File: src/pri_pkg.sv
// shared constants and types of the prioritised interrupt controller
package pri_pkg;
  localparam int NUM_SRC  = 16;
  localparam int NUM_TRAP = 8;
  localparam int NUM_REQ  = NUM_TRAP + NUM_SRC;
  localparam int VEC_W    = 5;
  localparam int PRIO_W   = 3;
  localparam int LVL_W    = 4;
  localparam int TDIS_W   = 14;
  localparam int EVT_W    = 4;
  localparam int NEST_BIT = 15;

  // register byte offsets
  localparam logic [11:0] OFF_ICON1   = 12'h000;
  localparam logic [11:0] OFF_FLAGS   = 12'h004;
  localparam logic [11:0] OFF_ENABLE  = 12'h008;
  localparam logic [11:0] OFF_SLB     = 12'h00C;
  localparam logic [11:0] OFF_TDIS    = 12'h010;
  localparam logic [11:0] OFF_EV_STAT = 12'h014;
  localparam logic [11:0] OFF_EV_CLR  = 12'h018;
  localparam logic [11:0] OFF_EV_EN   = 12'h01C;
  localparam logic [11:0] OFF_PRIO0   = 12'h020;
  localparam logic [11:0] OFF_PRIO1   = 12'h024;
  localparam logic [11:0] OFF_PRIO2   = 12'h028;
  localparam logic [11:0] OFF_ERRPRIO = 12'h02C;

  // reset values and level codes
  localparam logic [PRIO_W-1:0]  PRIO_RST  = 3'h4;
  localparam logic [NUM_SRC-1:0] SRC_IMPL  = 16'hEFFF;
  localparam logic [LVL_W-1:0]   TDIS_LVL  = 4'h6;
  localparam logic [LVL_W-1:0]   TRAP_BASE = 4'h8;
  localparam logic [7:0]         SLB_RST   = 8'h00;

  // event status bit positions
  localparam int EV_INT   = 0;
  localparam int EV_TRAP  = 1;
  localparam int EV_OVF   = 2;
  localparam int EV_UNF   = 3;

  localparam logic [1:0] RESP_OKAY   = 2'h0;
  localparam logic [1:0] RESP_SLVERR = 2'h2;

  // return sequencer
  typedef enum logic [1:0] {
    RET_IDLE  = 2'b00,
    RET_FETCH = 2'b01
  } pri_ret_t;
endpackage

File: src/pri_arb.sv
// highest-level picker over all trap and user requests
`timescale 1ns/1ps
module pri_arb import pri_pkg::*; #(
  parameter int N = NUM_REQ
) (
  input  wire logic [N*LVL_W-1:0] lvl_flat,
  output logic      [LVL_W-1:0]   best_lvl,
  output logic      [VEC_W-1:0]   best_idx
);
  // strict compare keeps the lowest index on a tie
  always_comb begin
    best_lvl = '0;
    best_idx = '0;
    for (int i = 0; i < N; i++) begin
      if (lvl_flat[i*LVL_W +: LVL_W] > best_lvl) begin
        best_lvl = lvl_flat[i*LVL_W +: LVL_W];
        best_idx = VEC_W'(i);
      end
    end
  end
endmodule // pri_arb

File: src/pri_ctx_mem.sv
// context stack memory with registered read data
`timescale 1ns/1ps
module pri_ctx_mem #(
  parameter int W     = 32,
  parameter int DEPTH = 16,
  parameter int AW    = $clog2(DEPTH)
) (
  input  wire logic          core_clk,
  input  wire logic          wr_en,
  input  wire logic [AW-1:0] wr_addr,
  input  wire logic [W-1:0]  wr_data,
  input  wire logic          rd_en,
  input  wire logic [AW-1:0] rd_addr,
  output logic      [W-1:0]  rd_data
);
  logic [W-1:0] mem [DEPTH];

  // write port
  always_ff @(posedge core_clk) begin
    if (wr_en) begin
      mem[wr_addr] <= wr_data;
    end
  end

  // read port, data one cycle after the strobe
  always_ff @(posedge core_clk) begin
    if (rd_en) begin
      rd_data <= mem[rd_addr];
    end
  end
endmodule // pri_ctx_mem

File: src/pri_ctrl.sv
// prioritised interrupt controller top with AXI4-Lite registers
// Summary of operation
// - crc error priority is 3 bits at 14-12; 7 highest, 0 disables
// - serial1 error priority at bits 6-4, same code; unused bits read 0
// - every implemented user source priority resets to level 4; the field of unimplemented source 12 reads 0
// - nesting_disable bit 15 stops user preemption of a running routine
// - flags stay set until cleared; uncleared flag re-enters after return
// - return restores stacked pc, status_low_byte and old cpu level
// - cpu level 7 in status_low_byte holds off all user sources
// - traps use levels 8-15, served at any cpu level below their own, never masked
// - timed disable masks levels 1-6 for a count; level 7 still passes
// - a source requests only with its enable and its flag both set
//
// The address map and the AXI4-Lite interface to the registers were left to the implementer.
`timescale 1ns/1ps
module pri_ctrl import pri_pkg::*; #(
  parameter int PC_W      = 23,
  parameter int CTX_DEPTH = 16
) (
  input  wire logic               core_clk,
  input  wire logic               rst,
  input  wire logic [11:0]        s_axi_awaddr,
  input  wire logic               s_axi_awvalid,
  output logic                    s_axi_awready,
  input  wire logic [31:0]        s_axi_wdata,
  input  wire logic [3:0]         s_axi_wstrb,
  input  wire logic               s_axi_wvalid,
  output logic                    s_axi_wready,
  output logic      [1:0]         s_axi_bresp,
  output logic                    s_axi_bvalid,
  input  wire logic               s_axi_bready,
  input  wire logic [11:0]        s_axi_araddr,
  input  wire logic               s_axi_arvalid,
  output logic                    s_axi_arready,
  output logic      [31:0]        s_axi_rdata,
  output logic      [1:0]         s_axi_rresp,
  output logic                    s_axi_rvalid,
  input  wire logic               s_axi_rready,
  input  wire logic [NUM_SRC-1:0] src_evt,
  input  wire logic [NUM_TRAP-1:0] trap_evt,
  input  wire logic               int_ack,
  input  wire logic [PC_W-1:0]    ack_pc,
  input  wire logic               int_ret,
  input  wire logic               instr_done,
  output logic                    int_req,
  output logic      [VEC_W-1:0]   int_vec,
  output logic      [LVL_W-1:0]   int_lvl,
  output logic                    ret_valid,
  output logic      [PC_W-1:0]    ret_pc,
  output logic      [7:0]         ret_slb,
  output logic      [LVL_W-1:0]   cpu_ipl,
  output logic                    irq
);
  localparam int AW    = $clog2(CTX_DEPTH);
  localparam int CTX_W = PC_W + 9;
  localparam logic [AW:0] DEPTH_MAX = (AW+1)'(CTX_DEPTH);

  // bus side state
  logic              awready_ff, wready_ff, bvalid_ff, arready_ff;
  logic              rvalid_ff, have_aw_ff, have_w_ff;
  logic [1:0]        bresp_ff, rresp_ff;
  logic [11:0]       aw_addr_ff;
  logic [31:0]       w_data_ff, rdata_ff;
  logic [3:0]        w_strb_ff;
  // controller state
  logic [NUM_SRC-1:0]  flag_ff, en_ff;
  logic [NUM_TRAP-1:0] trap_ff;
  logic                nest_dis_ff;
  logic [PRIO_W-1:0]   prio_ff [NUM_SRC];
  logic [7:0]          slb_ff;
  logic                in_trap_ff;
  logic [TDIS_W-1:0]   tdis_cnt_ff;
  logic [AW:0]         depth_ff;
  pri_ret_t            ret_st_ff;
  logic                int_req_ff, ret_valid_ff, irq_ff;
  logic [VEC_W-1:0]    int_vec_ff;
  logic [LVL_W-1:0]    int_lvl_ff;
  logic [PC_W-1:0]     ret_pc_ff;
  logic [7:0]          ret_slb_ff;
  logic [EVT_W-1:0]    ev_st_ff, ev_en_ff, nxt_ev_st, ev_set;
  // combinational
  logic                aw_take, w_take, ar_take, wr_do, wr_ok, rd_ok;
  logic                nxt_have_aw, nxt_have_w, nxt_rvalid;
  logic                ack_take, ret_take, push_ok, req_ok;
  logic [31:0]         wmask, wbits, rd_word;
  logic [NUM_REQ*LVL_W-1:0] lvl_flat;
  logic [NUM_SRC*4-1:0] prio_rd;
  logic [LVL_W-1:0]    best_lvl, ipl_now, thr;
  logic [VEC_W-1:0]    best_idx;
  logic [CTX_W-1:0]    ctx_rd;

  // select of a register on the pending write
  function automatic logic wsel(input logic [11:0] off);
    return wr_do && (aw_addr_ff[11:2] == off[11:2]);
  endfunction

  // write channel handshakes; address and data taken in either order
  assign aw_take     = s_axi_awvalid & awready_ff;
  assign w_take      = s_axi_wvalid & wready_ff;
  assign wr_do       = have_aw_ff & have_w_ff & ~bvalid_ff;
  assign nxt_have_aw = (have_aw_ff & ~wr_do) | aw_take;
  assign nxt_have_w  = (have_w_ff & ~wr_do) | w_take;
  assign wmask = {{8{w_strb_ff[3]}}, {8{w_strb_ff[2]}},
                  {8{w_strb_ff[1]}}, {8{w_strb_ff[0]}}};
  assign wbits = w_data_ff & wmask;

  // write address and data holding
  always_ff @(posedge core_clk) begin
    if (rst) begin
      have_aw_ff <= 1'b0;
      have_w_ff  <= 1'b0;
      awready_ff <= 1'b0;
      wready_ff  <= 1'b0;
      aw_addr_ff <= 12'h000;
      w_data_ff  <= 32'h0000_0000;
      w_strb_ff  <= 4'h0;
    end else begin
      have_aw_ff <= nxt_have_aw;
      have_w_ff  <= nxt_have_w;
      awready_ff <= ~nxt_have_aw;
      wready_ff  <= ~nxt_have_w;
      if (aw_take) begin
        aw_addr_ff <= s_axi_awaddr;
      end
      if (w_take) begin
        w_data_ff <= s_axi_wdata;
        w_strb_ff <= s_axi_wstrb;
      end
    end
  end

  // write map check
  always_comb begin
    case ({aw_addr_ff[11:2], 2'b00})
      OFF_ICON1, OFF_FLAGS, OFF_ENABLE, OFF_SLB, OFF_TDIS,
      OFF_EV_STAT, OFF_EV_CLR, OFF_EV_EN, OFF_PRIO0, OFF_PRIO1,
      OFF_PRIO2, OFF_ERRPRIO: wr_ok = 1'b1;
      default: wr_ok = 1'b0;
    endcase
  end

  // write response
  always_ff @(posedge core_clk) begin
    if (rst) begin
      bvalid_ff <= 1'b0;
      bresp_ff  <= RESP_OKAY;
    end else if (wr_do) begin
      bvalid_ff <= 1'b1;
      bresp_ff  <= wr_ok ? RESP_OKAY : RESP_SLVERR;
    end else if (s_axi_bready) begin
      bvalid_ff <= 1'b0;
    end
  end

  // read data mux
  always_comb begin
    rd_ok   = 1'b1;
    rd_word = 32'h0000_0000;
    case ({s_axi_araddr[11:2], 2'b00})
      OFF_ICON1: begin
        rd_word[NEST_BIT]       = nest_dis_ff;
        rd_word[NUM_TRAP-1:0]   = trap_ff;
      end
      OFF_FLAGS:   rd_word[NUM_SRC-1:0] = flag_ff;
      OFF_ENABLE:  rd_word[NUM_SRC-1:0] = en_ff;
      OFF_SLB:     rd_word[8:0]         = {in_trap_ff, slb_ff};
      OFF_TDIS:    rd_word[TDIS_W-1:0]  = tdis_cnt_ff;
      OFF_EV_STAT: rd_word[EVT_W-1:0]   = ev_st_ff;
      OFF_EV_CLR:  rd_word              = 32'h0000_0000;
      OFF_EV_EN:   rd_word[EVT_W-1:0]   = ev_en_ff;
      OFF_PRIO0:   rd_word[15:0]        = prio_rd[15:0];
      OFF_PRIO1:   rd_word[15:0]        = prio_rd[31:16];
      OFF_PRIO2:   rd_word[15:0]        = prio_rd[47:32];
      OFF_ERRPRIO: rd_word[15:0]        = prio_rd[63:48];
      default:     rd_ok                = 1'b0;
    endcase
  end

  // read channel, answer one cycle after the address is taken
  assign ar_take    = s_axi_arvalid & arready_ff;
  assign nxt_rvalid = ar_take | (rvalid_ff & ~s_axi_rready);
  always_ff @(posedge core_clk) begin
    if (rst) begin
      arready_ff <= 1'b0;
      rvalid_ff  <= 1'b0;
      rdata_ff   <= 32'h0000_0000;
      rresp_ff   <= RESP_OKAY;
    end else begin
      arready_ff <= ~nxt_rvalid;
      rvalid_ff  <= nxt_rvalid;
      if (ar_take) begin
        rdata_ff <= rd_word;
        rresp_ff <= rd_ok ? RESP_OKAY : RESP_SLVERR;
      end
    end
  end

  // per-source priority fields, flag and enable gating
  for (genvar i = 0; i < NUM_SRC; i++) begin : g_src
    localparam int R = i / 4;
    localparam int K = i % 4;
    always_ff @(posedge core_clk) begin
      if (rst) begin
        prio_ff[i] <= PRIO_RST;
      end else if (wsel(OFF_PRIO0 + 12'(4*R)) && w_strb_ff[K/2]) begin
        prio_ff[i] <= w_data_ff[4*K +: PRIO_W];
      end
    end
    // unimplemented fields and the spare bit of each nibble read zero
    assign prio_rd[4*i +: 4] = SRC_IMPL[i] ? {1'b0, prio_ff[i]} : 4'h0;
    // zero priority disables; request needs flag and enable
    assign lvl_flat[(NUM_TRAP+i)*LVL_W +: LVL_W] =
      (flag_ff[i] && en_ff[i] && SRC_IMPL[i]) ?
      {1'b0, prio_ff[i]} : 4'h0;
  end

  // traps sit on levels 8 to 15 with no enable
  for (genvar j = 0; j < NUM_TRAP; j++) begin : g_trap
    assign lvl_flat[j*LVL_W +: LVL_W] =
      trap_ff[j] ? (TRAP_BASE | LVL_W'(j)) : 4'h0;
  end

  pri_arb #(
    .N (NUM_REQ)
  ) u_arb (
    .lvl_flat (lvl_flat),
    .best_lvl (best_lvl),
    .best_idx (best_idx)
  );

  // source flags: hardware set wins over the software clear
  always_ff @(posedge core_clk) begin
    if (rst) begin
      flag_ff <= '0;
    end else begin
      flag_ff <= (flag_ff & ~(wsel(OFF_FLAGS) ?
                 wbits[NUM_SRC-1:0] : '0)) | (src_evt & SRC_IMPL);
    end
  end

  // trap flags and nesting control
  always_ff @(posedge core_clk) begin
    if (rst) begin
      trap_ff     <= '0;
      nest_dis_ff <= 1'b0;
    end else begin
      trap_ff <= (trap_ff & ~(wsel(OFF_ICON1) ?
                 wbits[NUM_TRAP-1:0] : '0)) | trap_evt;
      if (wsel(OFF_ICON1) && w_strb_ff[1]) begin
        nest_dis_ff <= w_data_ff[NEST_BIT];
      end
    end
  end

  // source enables
  always_ff @(posedge core_clk) begin
    if (rst) begin
      en_ff <= '0;
    end else if (wsel(OFF_ENABLE)) begin
      en_ff <= (en_ff & ~wmask[NUM_SRC-1:0]) | wbits[NUM_SRC-1:0];
    end
  end

  // timed disable window, counted down on retired instructions
  always_ff @(posedge core_clk) begin
    if (rst) begin
      tdis_cnt_ff <= '0;
    end else if (wsel(OFF_TDIS)) begin
      tdis_cnt_ff <= w_data_ff[TDIS_W-1:0];
    end else if (instr_done && tdis_cnt_ff != '0) begin
      tdis_cnt_ff <= tdis_cnt_ff - 1'b1;
    end
  end

  // acceptance threshold from cpu level and the timed window
  assign ipl_now = {in_trap_ff, slb_ff[7:5]};
  assign thr = (tdis_cnt_ff != '0 && ipl_now < TDIS_LVL) ?
               TDIS_LVL : ipl_now;
  assign req_ok = (best_lvl > thr)
                && !(nest_dis_ff && depth_ff != '0
                     && best_lvl < TRAP_BASE)
                && ret_st_ff == RET_IDLE && !int_ack && !int_ret;
  assign ack_take = int_ack & int_req_ff;
  assign ret_take = int_ret & ~int_ack & (ret_st_ff == RET_IDLE)
                  & (depth_ff != '0);
  assign push_ok  = ack_take & (depth_ff != DEPTH_MAX);

  // request presented to the core; vector and level held beside it
  always_ff @(posedge core_clk) begin
    if (rst) begin
      int_req_ff <= 1'b0;
      int_vec_ff <= '0;
      int_lvl_ff <= '0;
    end else begin
      int_req_ff <= req_ok;
      int_vec_ff <= best_idx;
      int_lvl_ff <= best_lvl;
    end
  end

  // saved contexts: pc, status byte and trap level bit
  pri_ctx_mem #(
    .W     (CTX_W),
    .DEPTH (CTX_DEPTH)
  ) u_ctx (
    .core_clk (core_clk),
    .wr_en    (push_ok),
    .wr_addr  (depth_ff[AW-1:0]),
    .wr_data  ({ack_pc, slb_ff, in_trap_ff}),
    .rd_en    (ret_take),
    .rd_addr  (AW'(depth_ff - 1'b1)),
    .rd_data  (ctx_rd)
  );

  // stack depth
  always_ff @(posedge core_clk) begin
    if (rst) begin
      depth_ff <= '0;
    end else if (push_ok) begin
      depth_ff <= depth_ff + 1'b1;
    end else if (ret_take) begin
      depth_ff <= depth_ff - 1'b1;
    end
  end

  // return sequencer
  always_ff @(posedge core_clk) begin
    if (rst) begin
      ret_st_ff <= RET_IDLE;
    end else begin
      case (ret_st_ff)
        RET_IDLE:  ret_st_ff <= ret_take ? RET_FETCH : RET_IDLE;
        RET_FETCH: ret_st_ff <= RET_IDLE;
        default:   ret_st_ff <= RET_IDLE;
      endcase
    end
  end

  // cpu level: restore on return, raise on entry, else software
  always_ff @(posedge core_clk) begin
    if (rst) begin
      slb_ff     <= SLB_RST;
      in_trap_ff <= 1'b0;
    end else if (ret_st_ff == RET_FETCH) begin
      slb_ff     <= ctx_rd[8:1];
      in_trap_ff <= ctx_rd[0];
    end else if (ack_take) begin
      slb_ff[7:5] <= int_lvl_ff[2:0];
      in_trap_ff  <= int_lvl_ff[3];
    end else if (wsel(OFF_SLB) && w_strb_ff[0]) begin
      slb_ff <= w_data_ff[7:0];
    end
  end

  // restored context handed back to the core
  always_ff @(posedge core_clk) begin
    if (rst) begin
      ret_valid_ff <= 1'b0;
      ret_pc_ff    <= '0;
      ret_slb_ff   <= 8'h00;
    end else begin
      ret_valid_ff <= (ret_st_ff == RET_FETCH);
      if (ret_st_ff == RET_FETCH) begin
        ret_pc_ff  <= ctx_rd[CTX_W-1:9];
        ret_slb_ff <= ctx_rd[8:1];
      end
    end
  end

  // block events
  always_comb begin
    ev_set          = '0;
    ev_set[EV_INT]  = ack_take & ~int_lvl_ff[3];
    ev_set[EV_TRAP] = ack_take & int_lvl_ff[3];
    ev_set[EV_OVF]  = ack_take & ~push_ok;
    ev_set[EV_UNF]  = int_ret & ~int_ack & (ret_st_ff == RET_IDLE)
                    & (depth_ff == '0);
  end
  assign nxt_ev_st = (ev_st_ff & ~(wsel(OFF_EV_CLR) ?
                     wbits[EVT_W-1:0] : '0)) | ev_set;

  // sticky event status, enable and interrupt line
  always_ff @(posedge core_clk) begin
    if (rst) begin
      ev_st_ff <= '0;
      ev_en_ff <= '0;
      irq_ff   <= 1'b0;
    end else begin
      ev_st_ff <= nxt_ev_st;
      if (wsel(OFF_EV_EN)) begin
        ev_en_ff <= w_data_ff[EVT_W-1:0];
      end
      irq_ff <= |(nxt_ev_st & (wsel(OFF_EV_EN) ?
                w_data_ff[EVT_W-1:0] : ev_en_ff));
    end
  end

  // outputs straight from flops
  assign s_axi_awready = awready_ff;
  assign s_axi_wready  = wready_ff;
  assign s_axi_bvalid  = bvalid_ff;
  assign s_axi_bresp   = bresp_ff;
  assign s_axi_arready = arready_ff;
  assign s_axi_rvalid  = rvalid_ff;
  assign s_axi_rdata   = rdata_ff;
  assign s_axi_rresp   = rresp_ff;
  assign int_req       = int_req_ff;
  assign int_vec       = int_vec_ff;
  assign int_lvl       = int_lvl_ff;
  assign ret_valid     = ret_valid_ff;
  assign ret_pc        = ret_pc_ff;
  assign ret_slb       = ret_slb_ff;
  assign cpu_ipl       = {in_trap_ff, slb_ff[7:5]};
  assign irq           = irq_ff;
endmodule // pri_ctrl

File: config.mk
export PLATFORM = sky130hd
export DESIGN_NAME = pri_ctrl
export DESIGN_NICKNAME = d
export VERILOG_FILES = /design/src/pri_pkg.sv /design/src/pri_arb.sv /design/src/pri_ctx_mem.sv /design/src/pri_ctrl.sv
export SDC_FILE = /design/constraint.sdc
export NUM_CORES = 1
export LEC_CHECK = 0
export BUFFER_PORTS_ARGS = -buffer_cell sky130_fd_sc_hd__buf_2
export CAP_MARGIN = 20
export CORE_MARGIN = 5
export CORE_UTILIZATION = 55
export CTS_CLUSTER_SIZE = 14
export DETAILED_ROUTE_END_ITERATION = 12
export PLACE_DENSITY = 0.78
export SYNTH_ARGS = -nofsm -noshare
export SYNTH_HDL_FRONTEND = slang
export SYNTH_SLANG_ARGS = --single-unit
File: constraint.sdc
create_clock -name core_clk -period 24.5 [get_ports core_clk]
set_input_delay 0 -clock core_clk [delete_from_list [all_inputs] [get_ports core_clk]]
set_output_delay 0 -clock core_clk [all_outputs]
set_load 0.005 [all_outputs]
== After elaboration in Yosys (flattened, before gate mapping) ==
Memory sizes are Yosys's and may differ from the RTL's. A register that Yosys moved wholly into a read port is not among the register bits.
Index checks and enable logic that the tools add are counted.

* ROM bits: 0
* Memory bits (writable): 560
* Input bits: 117
* Latch bits: 0
* Flip-flop bits (word level): 179
* Word-level logic and storage cells: 357
* Memories: 2
* Output and inout port bits: 88

{| class="wikitable"
|+ Memory list
! memory !! depth !! bits a word !! read ports !! clocked after Yosys merged registers in !! wr ports !! RTL line !! RTL
|-
| u_ctx.mem || 16 || 32 || 1 || 1 || 1 || pri_ctx_mem.sv:16 || <nowiki>logic [W-1:0] mem [DEPTH];</nowiki>
|-
| prio_ff || 16 || 3 || 15 || 0 || 16 || pri_ctrl.sv:69 || <nowiki>logic [PRIO_W-1:0] prio_ff [NUM_SRC];</nowiki>
|}

* Reductions and logical operators: 65
* $lt $le $gt $ge: 27
* $add $sub $neg: 3
* Divide/modulo/power cells: 0
* Equality and inequality tests: 25
* Shifts and indexed selects: 0
* Multiply operators: 0
* Multiplexer cells: 142
* Bitwise operators: 60

{| class="wikitable"
|+ Operators by type and width
! operator !! count
|-
| $mux W4 || 43
|-
| $mux W3 || 36
|-
| $eq A10 B3 Y1 const B || 8
|-
| $eq A10 B4 Y1 const B || 8
|-
| $gt A3 B4 Y1 || 15
|-
| $mux W5 || 11
|-
| $and A16 B16 Y16 || 3
|-
| $logic_and A1 B1 Y1 || 44
|-
| $eq A10 B2 Y1 const B || 4
|-
| $pmux W4 S10 || 1
|-
| $mux W1 || 36
|-
| $pmux W4 S9 || 1
|-
| $pmux W5 S7 || 1
|-
| $gt A4 B4 Y1 || 8
|-
| $not A16 Y16 || 2
|-
| $or A16 B16 Y16 || 2
|-
| $mux W14 || 2
|-
| $mux W8 || 3
|-
| $reduce_or A12 Y1 || 2
|-
| $eq A10 B1 Y1 const B || 2
|-
| $logic_not A10 Y1 || 2
|-
| $or A1 B1 Y1 || 19
|-
| $and A1 B1 Y1 || 17
|-
| $mux W16 || 1
|-
| other kinds (32) || 51
|}

== Depth between registers and ports, before layout ==
* Depth in word-level cells: 56
* Depth in mapped cells: 136
* Depth with buffers taken out: 135

== By module ==
From an unflattened synthesis, not the netlist that was laid out.

* Cells, all modules: 2742
* Area total of the unflattened synthesis: 36070.8 um2

{| class="wikitable"
|+ By module, submodules not included
! module !! sequential area each (um2) !! cells an instance !! area each (um2) !! times used
|-
| pri_ctx_mem || 16335.7 || 838 || 20155.6 || 1
|-
| pri_ctrl || 4834.6 || 1116 || 10512.6 || 1
|-
| pri_arb || 0.0 || 788 || 5402.7 || 1
|}

== Worst setup path before layout ==
OpenSTA, ideal clock, no wires.

* Path kind: register -> register
* From: register trap_ff[2]
* To: register int_req_ff, in the netlist int_req
* Setup time: 0.091 ns
* Required time: 24.409 ns
* Path buffers: 1
* Arrival: 23.900 ns
* Path slack: 0.510 ns
* Cell stages (with the launch flop): 125
* Clock period less this slack: 23.990 ns
* Cells stage by stage: dfxtp_1 -> nor3_1 -> ha_1 -> or3b_2 -> o211a_1 -> mux2i_1 -> inv_1 -> ha_1 -> nand2b_1 -> o22a_4 -> or3_1 -> ha_1 -> nand3b_1 -> nor2_1 -> mux2i_1 -> a2111o_1 -> and3_1 -> ha_1 -> (+89 left out) -> and2_1 -> ha_1 -> o21ai_0 -> nand2b_1 -> and3_1 -> o21a_1 -> ha_1 -> inv_1 -> a21o_1 -> a21oi_1 -> a311oi_1 -> nor2_1 -> a22oi_1 -> o21ai_0 -> ha_1 -> inv_1 -> o21ai_0 -> a311oi_1

* Longest elaborated chain between the ends: 52
* Elaborated cells between the ends (all ways): 53
* Those cells by class: order compare (24); mux (23); reduce/logical (6)

{| class="wikitable"
|+ RTL lines
! element !! RTL line !! RTL
|-
| start: declaration || pri_ctrl.sv:67 || <nowiki>logic [NUM_TRAP-1:0] trap_ff;</nowiki>
|-
| start signal: assignment || pri_ctrl.sv:247 || <nowiki>trap_ff <= (trap_ff & ~(wsel(OFF_ICON1) ?</nowiki>
|-
| $mux W4 * || pri_ctrl.sv:220 || <nowiki>trap_ff[j] ? (TRAP_BASE | LVL_W'(j)) : 4'h0;</nowiki>
|-
| $gt A4 B4 Y1 || pri_arb.sv:15 || <nowiki>if (lvl_flat[i*LVL_W +: LVL_W] > best_lvl) begin</nowiki>
|-
| $mux W4 * || pri_arb.sv:15 ||
|-
| $gt A4 B4 Y1 || pri_arb.sv:15 ||
|-
| $mux W4 * || pri_arb.sv:15 ||
|-
| $gt A4 B4 Y1 || pri_arb.sv:15 ||
|-
| $mux W4 * || pri_arb.sv:15 ||
|-
| $gt A4 B4 Y1 || pri_arb.sv:15 ||
|-
| (+34 left out) || -- ||
|-
| $mux W4 * || pri_arb.sv:15 ||
|-
| $gt A3 B4 Y1 || pri_arb.sv:15 ||
|-
| $mux W4 * || pri_arb.sv:15 ||
|-
| $lt A4 B4 Y1 || pri_ctrl.sv:281 || <nowiki>&& best_lvl < TRAP_BASE)</nowiki>
|-
| $logic_and A1 B1 Y1 || pri_ctrl.sv:281 ||
|-
| $logic_not A1 Y1 || pri_ctrl.sv:280 || <nowiki>&& !(nest_dis_ff && depth_ff != '0</nowiki>
|-
| $logic_and A1 B1 Y1 * || pri_ctrl.sv:280 ||
|-
| $logic_and A1 B1 Y1 * (3 in a row) || pri_ctrl.sv:282 || <nowiki>&& ret_st_ff == RET_IDLE && !int_ack && !int_ret;</nowiki>
|-
| end signal: assignment || pri_ctrl.sv:295 || <nowiki>int_req_ff <= req_ok;</nowiki>
|-
| end: declaration || pri_ctrl.sv:75 || <nowiki>logic int_req_ff, ret_valid_ff, irq_ff;</nowiki>
|}

Mark *: on every way between the ends. The rest lies on a longest branch, timed or not.
A chain may end at the register's enable or synchronous reset.

== Final worst setup path ==
* From: register trap_ff[2]
* To: register int_req_ff, in the netlist int_req

* Longest elaborated chain between the ends: 52
* Elaborated cells between the ends (all ways): 53
* Those cells by class: order compare (24); mux (23); reduce/logical (6)

{| class="wikitable"
|+ RTL lines
! element !! RTL line !! RTL
|-
| $mux W4 * || pri_ctrl.sv:220 ||
|-
| $gt A4 B4 Y1 || pri_arb.sv:15 ||
|-
| $mux W4 * || pri_arb.sv:15 ||
|-
| $gt A4 B4 Y1 || pri_arb.sv:15 ||
|-
| $mux W4 * || pri_arb.sv:15 ||
|-
| $gt A4 B4 Y1 || pri_arb.sv:15 ||
|-
| $mux W4 * || pri_arb.sv:15 ||
|-
| $gt A4 B4 Y1 || pri_arb.sv:15 ||
|-
| (+35 left out) || -- ||
|-
| $gt A3 B4 Y1 || pri_arb.sv:15 ||
|-
| $mux W4 * || pri_arb.sv:15 ||
|-
| via best_lvl[1] || pri_ctrl.sv:88 || <nowiki>logic [LVL_W-1:0] best_lvl, ipl_now, thr;</nowiki>
|-
| $lt A4 B4 Y1 || pri_ctrl.sv:281 ||
|-
| $logic_and A1 B1 Y1 || pri_ctrl.sv:281 ||
|-
| $logic_not A1 Y1 || pri_ctrl.sv:280 ||
|-
| $logic_and A1 B1 Y1 * || pri_ctrl.sv:280 ||
|-
| $logic_and A1 B1 Y1 * (3 in a row) || pri_ctrl.sv:282 ||
|}

The timed path passes the listed nets; every way through them passes the cells marked *.

==> impl_metrics.xml <==
<?xml version="1.0" encoding="UTF-8"?>
<metrics>
  <group name="min_path">
    <metric name="holdPathEnd" unit="">s_axi_rresp[1]</metric>
    <metric name="timing.hold.worst.start" unit="">s_axi_arvalid</metric>
    <metric name="worst_hold_path_type" unit="">primary input to register</metric>
    <metric name="holdPathStages" unit="">4</metric>
  </group>
  <group name="setup_path">
    <metric name="crit_type" unit="">register to register</metric>
    <metric name="worst_ep_required" unit="ps">25030</metric>
    <metric name="critPathMaxFanout" unit="">5</metric>
    <metric name="critical-path-max-stage-delay" unit="ps">500</metric>
    <metric name="ff2ff_setup_slack" unit="ps">740</metric>
    <metric name="timing.critical_path.arrival" unit="ps">24290</metric>
    <metric name="rr_endpoint" unit="">int_req</metric>
    <metric name="critical_path.slowest_cell" unit="">sky130_fd_sc_hd__or4_1</metric>
    <metric name="crit_path_frequent_cell" unit="">sky130_fd_sc_hd__ha_1</metric>
    <metric name="worst-r2r-cell-count" unit="">130</metric>
    <metric name="kind_of_end_point_of_the_critical_path" unit="">register</metric>
    <metric name="worst_setup_path_start_kind" unit="">register</metric>
    <metric name="timing.rr.start" unit="">trap_ff[2]</metric>
  </group>
  <group name="route">
    <metric name="drt-vias-per-instance" unit="">6.31</metric>
    <metric name="dr_total_vias" unit="">22100</metric>
    <metric name="drt_first_iter_violations" unit="">2591</metric>
    <metric name="drt-met1-wl" unit="um">34000</metric>
    <metric name="remaining_drc_errors" unit="">0</metric>
    <metric name="route.detailed.wl_per_inst" unit="um">27.1</metric>
    <metric name="met2_wirelength" unit="um">48100</metric>
    <metric name="detailed_router_iteration_count_before_antenna_repair" unit="">8</metric>
    <metric name="wl" unit="um">95200</metric>
    <metric name="routed-wl-met3" unit="um">8560</metric>
    <metric name="highest_layer" unit="">met4</metric>
    <metric name="detail-route-antenna-nets" unit="">0</metric>
  </group>
  <group name="logic_synthesis">
    <metric name="post_synth_cell_types" unit="">75</metric>
    <metric name="synth_async_sr_flop_share" unit="%">0</metric>
    <metric name="synth_top_family_by_area" unit="">multiplexers</metric>
    <metric name="synth-adder-area-share" unit="%">2.81</metric>
    <metric name="netlist_instances" unit="">2212</metric>
    <metric name="synth_area" unit="um^2">32600</metric>
    <metric name="dominantRegCellSynth" unit="">sky130_fd_sc_hd__edfxtp_1</metric>
    <metric name="synth-simple-area-share" unit="%">9.21</metric>
    <metric name="ys.warnings.count" unit="">0</metric>
    <metric name="synth_top_cell_by_area" unit="">sky130_fd_sc_hd__edfxtp_1</metric>
    <metric name="post_synth_mux_area_share" unit="%">13.4</metric>
    <metric name="post_synthesis_compound_gate_area_fraction" unit="%">7.04</metric>
    <metric name="ys_top_cells_by_area" unit="">sky130_fd_sc_hd__edfxtp_1, sky130_fd_sc_hd__mux4_2, sky130_fd_sc_hd__dfxtp_1, sky130_fd_sc_hd__ha_1, sky130_fd_sc_hd__mux2i_1</metric>
    <metric name="synth_enable_flop_cells" unit="">589</metric>
    <metric name="yosys.area.top_type_share" unit="%">54.3</metric>
    <metric name="synth.ff_latch_count" unit="">763</metric>
    <metric name="post_synth_xor_area_fraction" unit="%">0.377</metric>
    <metric name="synth_area_per_cell" unit="um^2">14.7</metric>
    <metric name="synth_seq_area_share" unit="%">65.0</metric>
  </group>
  <group name="floorplanning">
    <metric name="floorplan.io_pins" unit="">205</metric>
    <metric name="chipWidth" unit="um">253</metric>
    <metric name="initial_util" unit="%">55.4</metric>
    <metric name="design.die.area" unit="um^2">64200</metric>
    <metric name="placeableCoreArea" unit="um^2">58800</metric>
    <metric name="std_cell_rows" unit="">89</metric>
    <metric name="floorplan.die.height" unit="um">253</metric>
  </group>
  <group name="grt">
    <metric name="maximum_number_of_pins_on_one_net_before_global_route_repair" unit="">88</metric>
    <metric name="global_route_wire_length_before_repair" unit="um">138000</metric>
    <metric name="grt_pass1_vias" unit="">22400</metric>
    <metric name="global_route.usage.total" unit="%">28.5</metric>
    <metric name="grt_antenna_before_repair" unit="">1</metric>
    <metric name="grt.overflow.total" unit="">0</metric>
  </group>
  <group name="clock_tree">
    <metric name="numCtsBuffers" unit="">77</metric>
    <metric name="ctsRootBufferMaster" unit="">sky130_fd_sc_hd__clkbuf_16</metric>
    <metric name="cts.path.max_buffers" unit="">3</metric>
    <metric name="worst_skew_pair.late_latency" unit="ps">620</metric>
    <metric name="clkSlewWorstSetupHoldPaths" unit="ps">60</metric>
    <metric name="cts_sinks" unit="">763</metric>
    <metric name="cts.htree.levels" unit="">3</metric>
    <metric name="tritoncts" unit="">built</metric>
  </group>
  <group name="place">
    <metric name="hpwlAfterDp" unit="um">54200</metric>
    <metric name="port_buffer_count" unit="">163</metric>
    <metric name="placedCellCount" unit="">3205</metric>
    <metric name="last_weighted_congestion_value_of_the_routability_driven_placer" unit="">0.963</metric>
    <metric name="dpl_worst_slack" unit="ps">-668</metric>
  </group>
  <group name="timing">
    <metric name="tightestPinTransition" unit="ps">1150</metric>
    <metric name="setup_total_negative_slack" unit="ps">0</metric>
    <metric name="achievable_freq" unit="GHz">0.0421</metric>
    <metric name="setup_violations" unit="">0</metric>
    <metric name="final_max_slew_viol_count" unit="">0</metric>
    <metric name="smallest_setup_slack_after_layout" unit="ps">738</metric>
    <metric name="hold_viol" unit="">0</metric>
    <metric name="min_period_over_period" unit="%">97.0</metric>
    <metric name="fin_worst_skew" unit="ps">26.2</metric>
    <metric name="time_the_worst_path_needs_with_i_o_delays_and_setup" unit="ps">23760</metric>
    <metric name="holdWs" unit="ps">82.1</metric>
    <metric name="worst_slew_margin_rel" unit="%">22.9</metric>
  </group>
  <group name="final_layout">
    <metric name="n_fill_cell" unit="">3793</metric>
    <metric name="syn_to_final_growth" unit="%">22.9</metric>
    <metric name="layout-drive-gt1-share" unit="%">27.8</metric>
    <metric name="instances_no_fill" unit="">3509</metric>
    <metric name="finish.net_count" unit="">2862</metric>
  </group>
  <group name="power">
    <metric name="power_density" unit="nW/um^2">107</metric>
    <metric name="power.share.sequential" unit="%">37.0</metric>
    <metric name="power.net_switching" unit="W">0.00132</metric>
    <metric name="worst_ir_drop_vdd" unit="mV">0.112</metric>
    <metric name="p_total" unit="W">0.00429</metric>
    <metric name="cellLeakagePower" unit="nW">14.2</metric>
    <metric name="p_int" unit="W">0.00297</metric>
    <metric name="comb_power_share" unit="%">34.9</metric>
    <metric name="part_of_the_power_in_the_clock_network" unit="%">28.1</metric>
    <metric name="power.switching_fraction" unit="%">30.9</metric>
  </group>
  <group name="status">
    <metric name="outcome" unit="">completed</metric>
  </group>
  <group name="job">
    <metric name="max_cap_violations" unit="">0</metric>
  </group>
</metrics>
## sequential cells by signal, indices dropped and copies added (netlist names), 2 cells and up, named ones only
name / count
int_vec: 5
ev_st_ff: 4
w_strb_ff: 2
ret_slb: 8
depth_ff: 5
slb_ff: 8
trap_ff: 8
s_axi_rdata: 16
aw_addr_ff: 10
prio_ff: 45
u_ctx.mem: 512
ret_pc: 23
tdis_cnt_ff: 14
flag_ff: 16
int_lvl: 4
w_data_ff: 16
u_ctx.rd_data: 32
ev_en_ff: 4
## power by group through the flow
stage	Combinational, W	Sequential (W)	Clock (W)
2_1_floorplan	0.000947	0.00156	0
3_3_place_gp	0.00130	0.00161	0
3_5_place_dp	0.00134	0.00161	0
4_1_cts	0.00139	0.00159	0.00121
5_1_grt	0.00160	0.00160	0.00127
6_report	0.00150	0.00159	0.00121
## layer usage
| metal | GRT usage (%) | up-vias |
|---|---|---|
| met3 | 4.96 | 298 |
| met4 | 12.0 | 0 |
| li1 | - | 9494 |
| met2 | 49.2 | 1355 |
| met1 | 36.1 | 11000 |
| met5 | 0 | - |
## timing repair
action / CTS / global route
gates resized for setup: 18 / 130
cloned: 0 / 1
hold buffers: 140 / 0
endpoints found under the setup margin: 8 / 9
buffers inserted: 5 / 10
pin swaps: 5 / 63
hold endpoints to repair: 464 / 0
## layout make-up
| type | instances | area (um^2) | share of cell area [%] |
|---|---|---|---|
| sequential | 763 | 21200 | 52.9 |
| multi-input combinational | 1304 | 11500 | 28.7 |
| timing repair buffer | 485 | 3670 | 9.17 |
| clock buffer | 101 | 2140 | 5.35 |
| tap | 773 | 967 | 2.42 |
| clock inverter | 41 | 430 | 1.08 |
| inverter | 41 | 156 | 0.391 |
| antenna | 1 | 2.50 | 0.00625 |
## placed cells by master, fill, tap and decap left out, drive strengths merged, types with 72 or more instances in the layout
| master | netlist | final |
|---|---|---|
| dlygate4sd3 | 0 | 140 |
| nor2 | 172 | 172 |
| mux2i | 72 | 72 |
| edfxtp | 589 | 589 |
| clkbuf | 80 | 101 |
| buf | 41 | 344 |
| mux4 | 160 | 160 |
| ha | 73 | 73 |
| nand3 | 72 | 72 |
| nand2 | 143 | 143 |
| dfxtp | 174 | 174 |
| a21oi | 112 | 112 |
## cell families (layout without fill, tap and decap cells)
group                    count (synthesis)  count (layout)
flip-flops                             763             763
AND/OR/NAND/NOR                        616             616
AO/OA/AOI/OAI                          348             348
multiplexers                           235             235
buffers and inverters                  162             668
adder cells (fa/ha/maj)                 73              73
XOR/XNOR                                14              14
other                                    1              19
## critical path, delay by kind of cell (launching register included)
kind / cells / cell delay (ps)
fa+ha+maj: 20 / 5380
buf+inv: 11 / 1290
mux: 4 / 860
flops: 1 / 340
simple gates: 48 / 7580
compound gates: 47 / 8180
## how the worst max path moves through the flow
stage	depth (start not counted)	to	startpoint
final	130	int_req	trap_ff[2]
after global routing	134	int_req	trap_ff[2]
after CTS	133	int_req	trap_ff[2]
after detailed placement	130	int_req	trap_ff[2]
after global placement	131	int_req	trap_ff[2]
after floorplan	124	int_req	trap_ff[2]
## synthesized netlist by cell type (10+ instances only)
master,n
sky130_fd_sc_hd__mux4_2,160
sky130_fd_sc_hd__buf_4,22
sky130_fd_sc_hd__a31oi_1,24
sky130_fd_sc_hd__nor2_1,172
sky130_fd_sc_hd__edfxtp_1,589
sky130_fd_sc_hd__nor3_1,32
sky130_fd_sc_hd__clkbuf_1,79
sky130_fd_sc_hd__nand2b_1,31
sky130_fd_sc_hd__a22o_1,15
sky130_fd_sc_hd__or3_1,11
sky130_fd_sc_hd__inv_1,41
sky130_fd_sc_hd__buf_1,17
sky130_fd_sc_hd__mux2i_1,72
sky130_fd_sc_hd__xnor2_1,10
sky130_fd_sc_hd__and3_1,39
sky130_fd_sc_hd__ha_1,73
sky130_fd_sc_hd__a21oi_1,112
sky130_fd_sc_hd__a211oi_1,12
sky130_fd_sc_hd__o21ai_0,65
sky130_fd_sc_hd__nand2_1,143
sky130_fd_sc_hd__a221oi_1,20
sky130_fd_sc_hd__dfxtp_1,174
sky130_fd_sc_hd__o21a_1,10
sky130_fd_sc_hd__nand3_1,72
sky130_fd_sc_hd__nor2b_1,18
sky130_fd_sc_hd__and2_1,60
## stage by stage
| stage | instance area [um^2] | util [%] |
|---|---|---|
| final | 40000 | 68.1 |
| after detailed placement | 35100 | 59.8 |
| after CTS | 39200 | 66.7 |
| after floorplan | 32600 | - |
| after global routing | 40000 | 68.1 |
| after global placement | 35100 | 59.8 |
(Power assumes the default switching activity.)
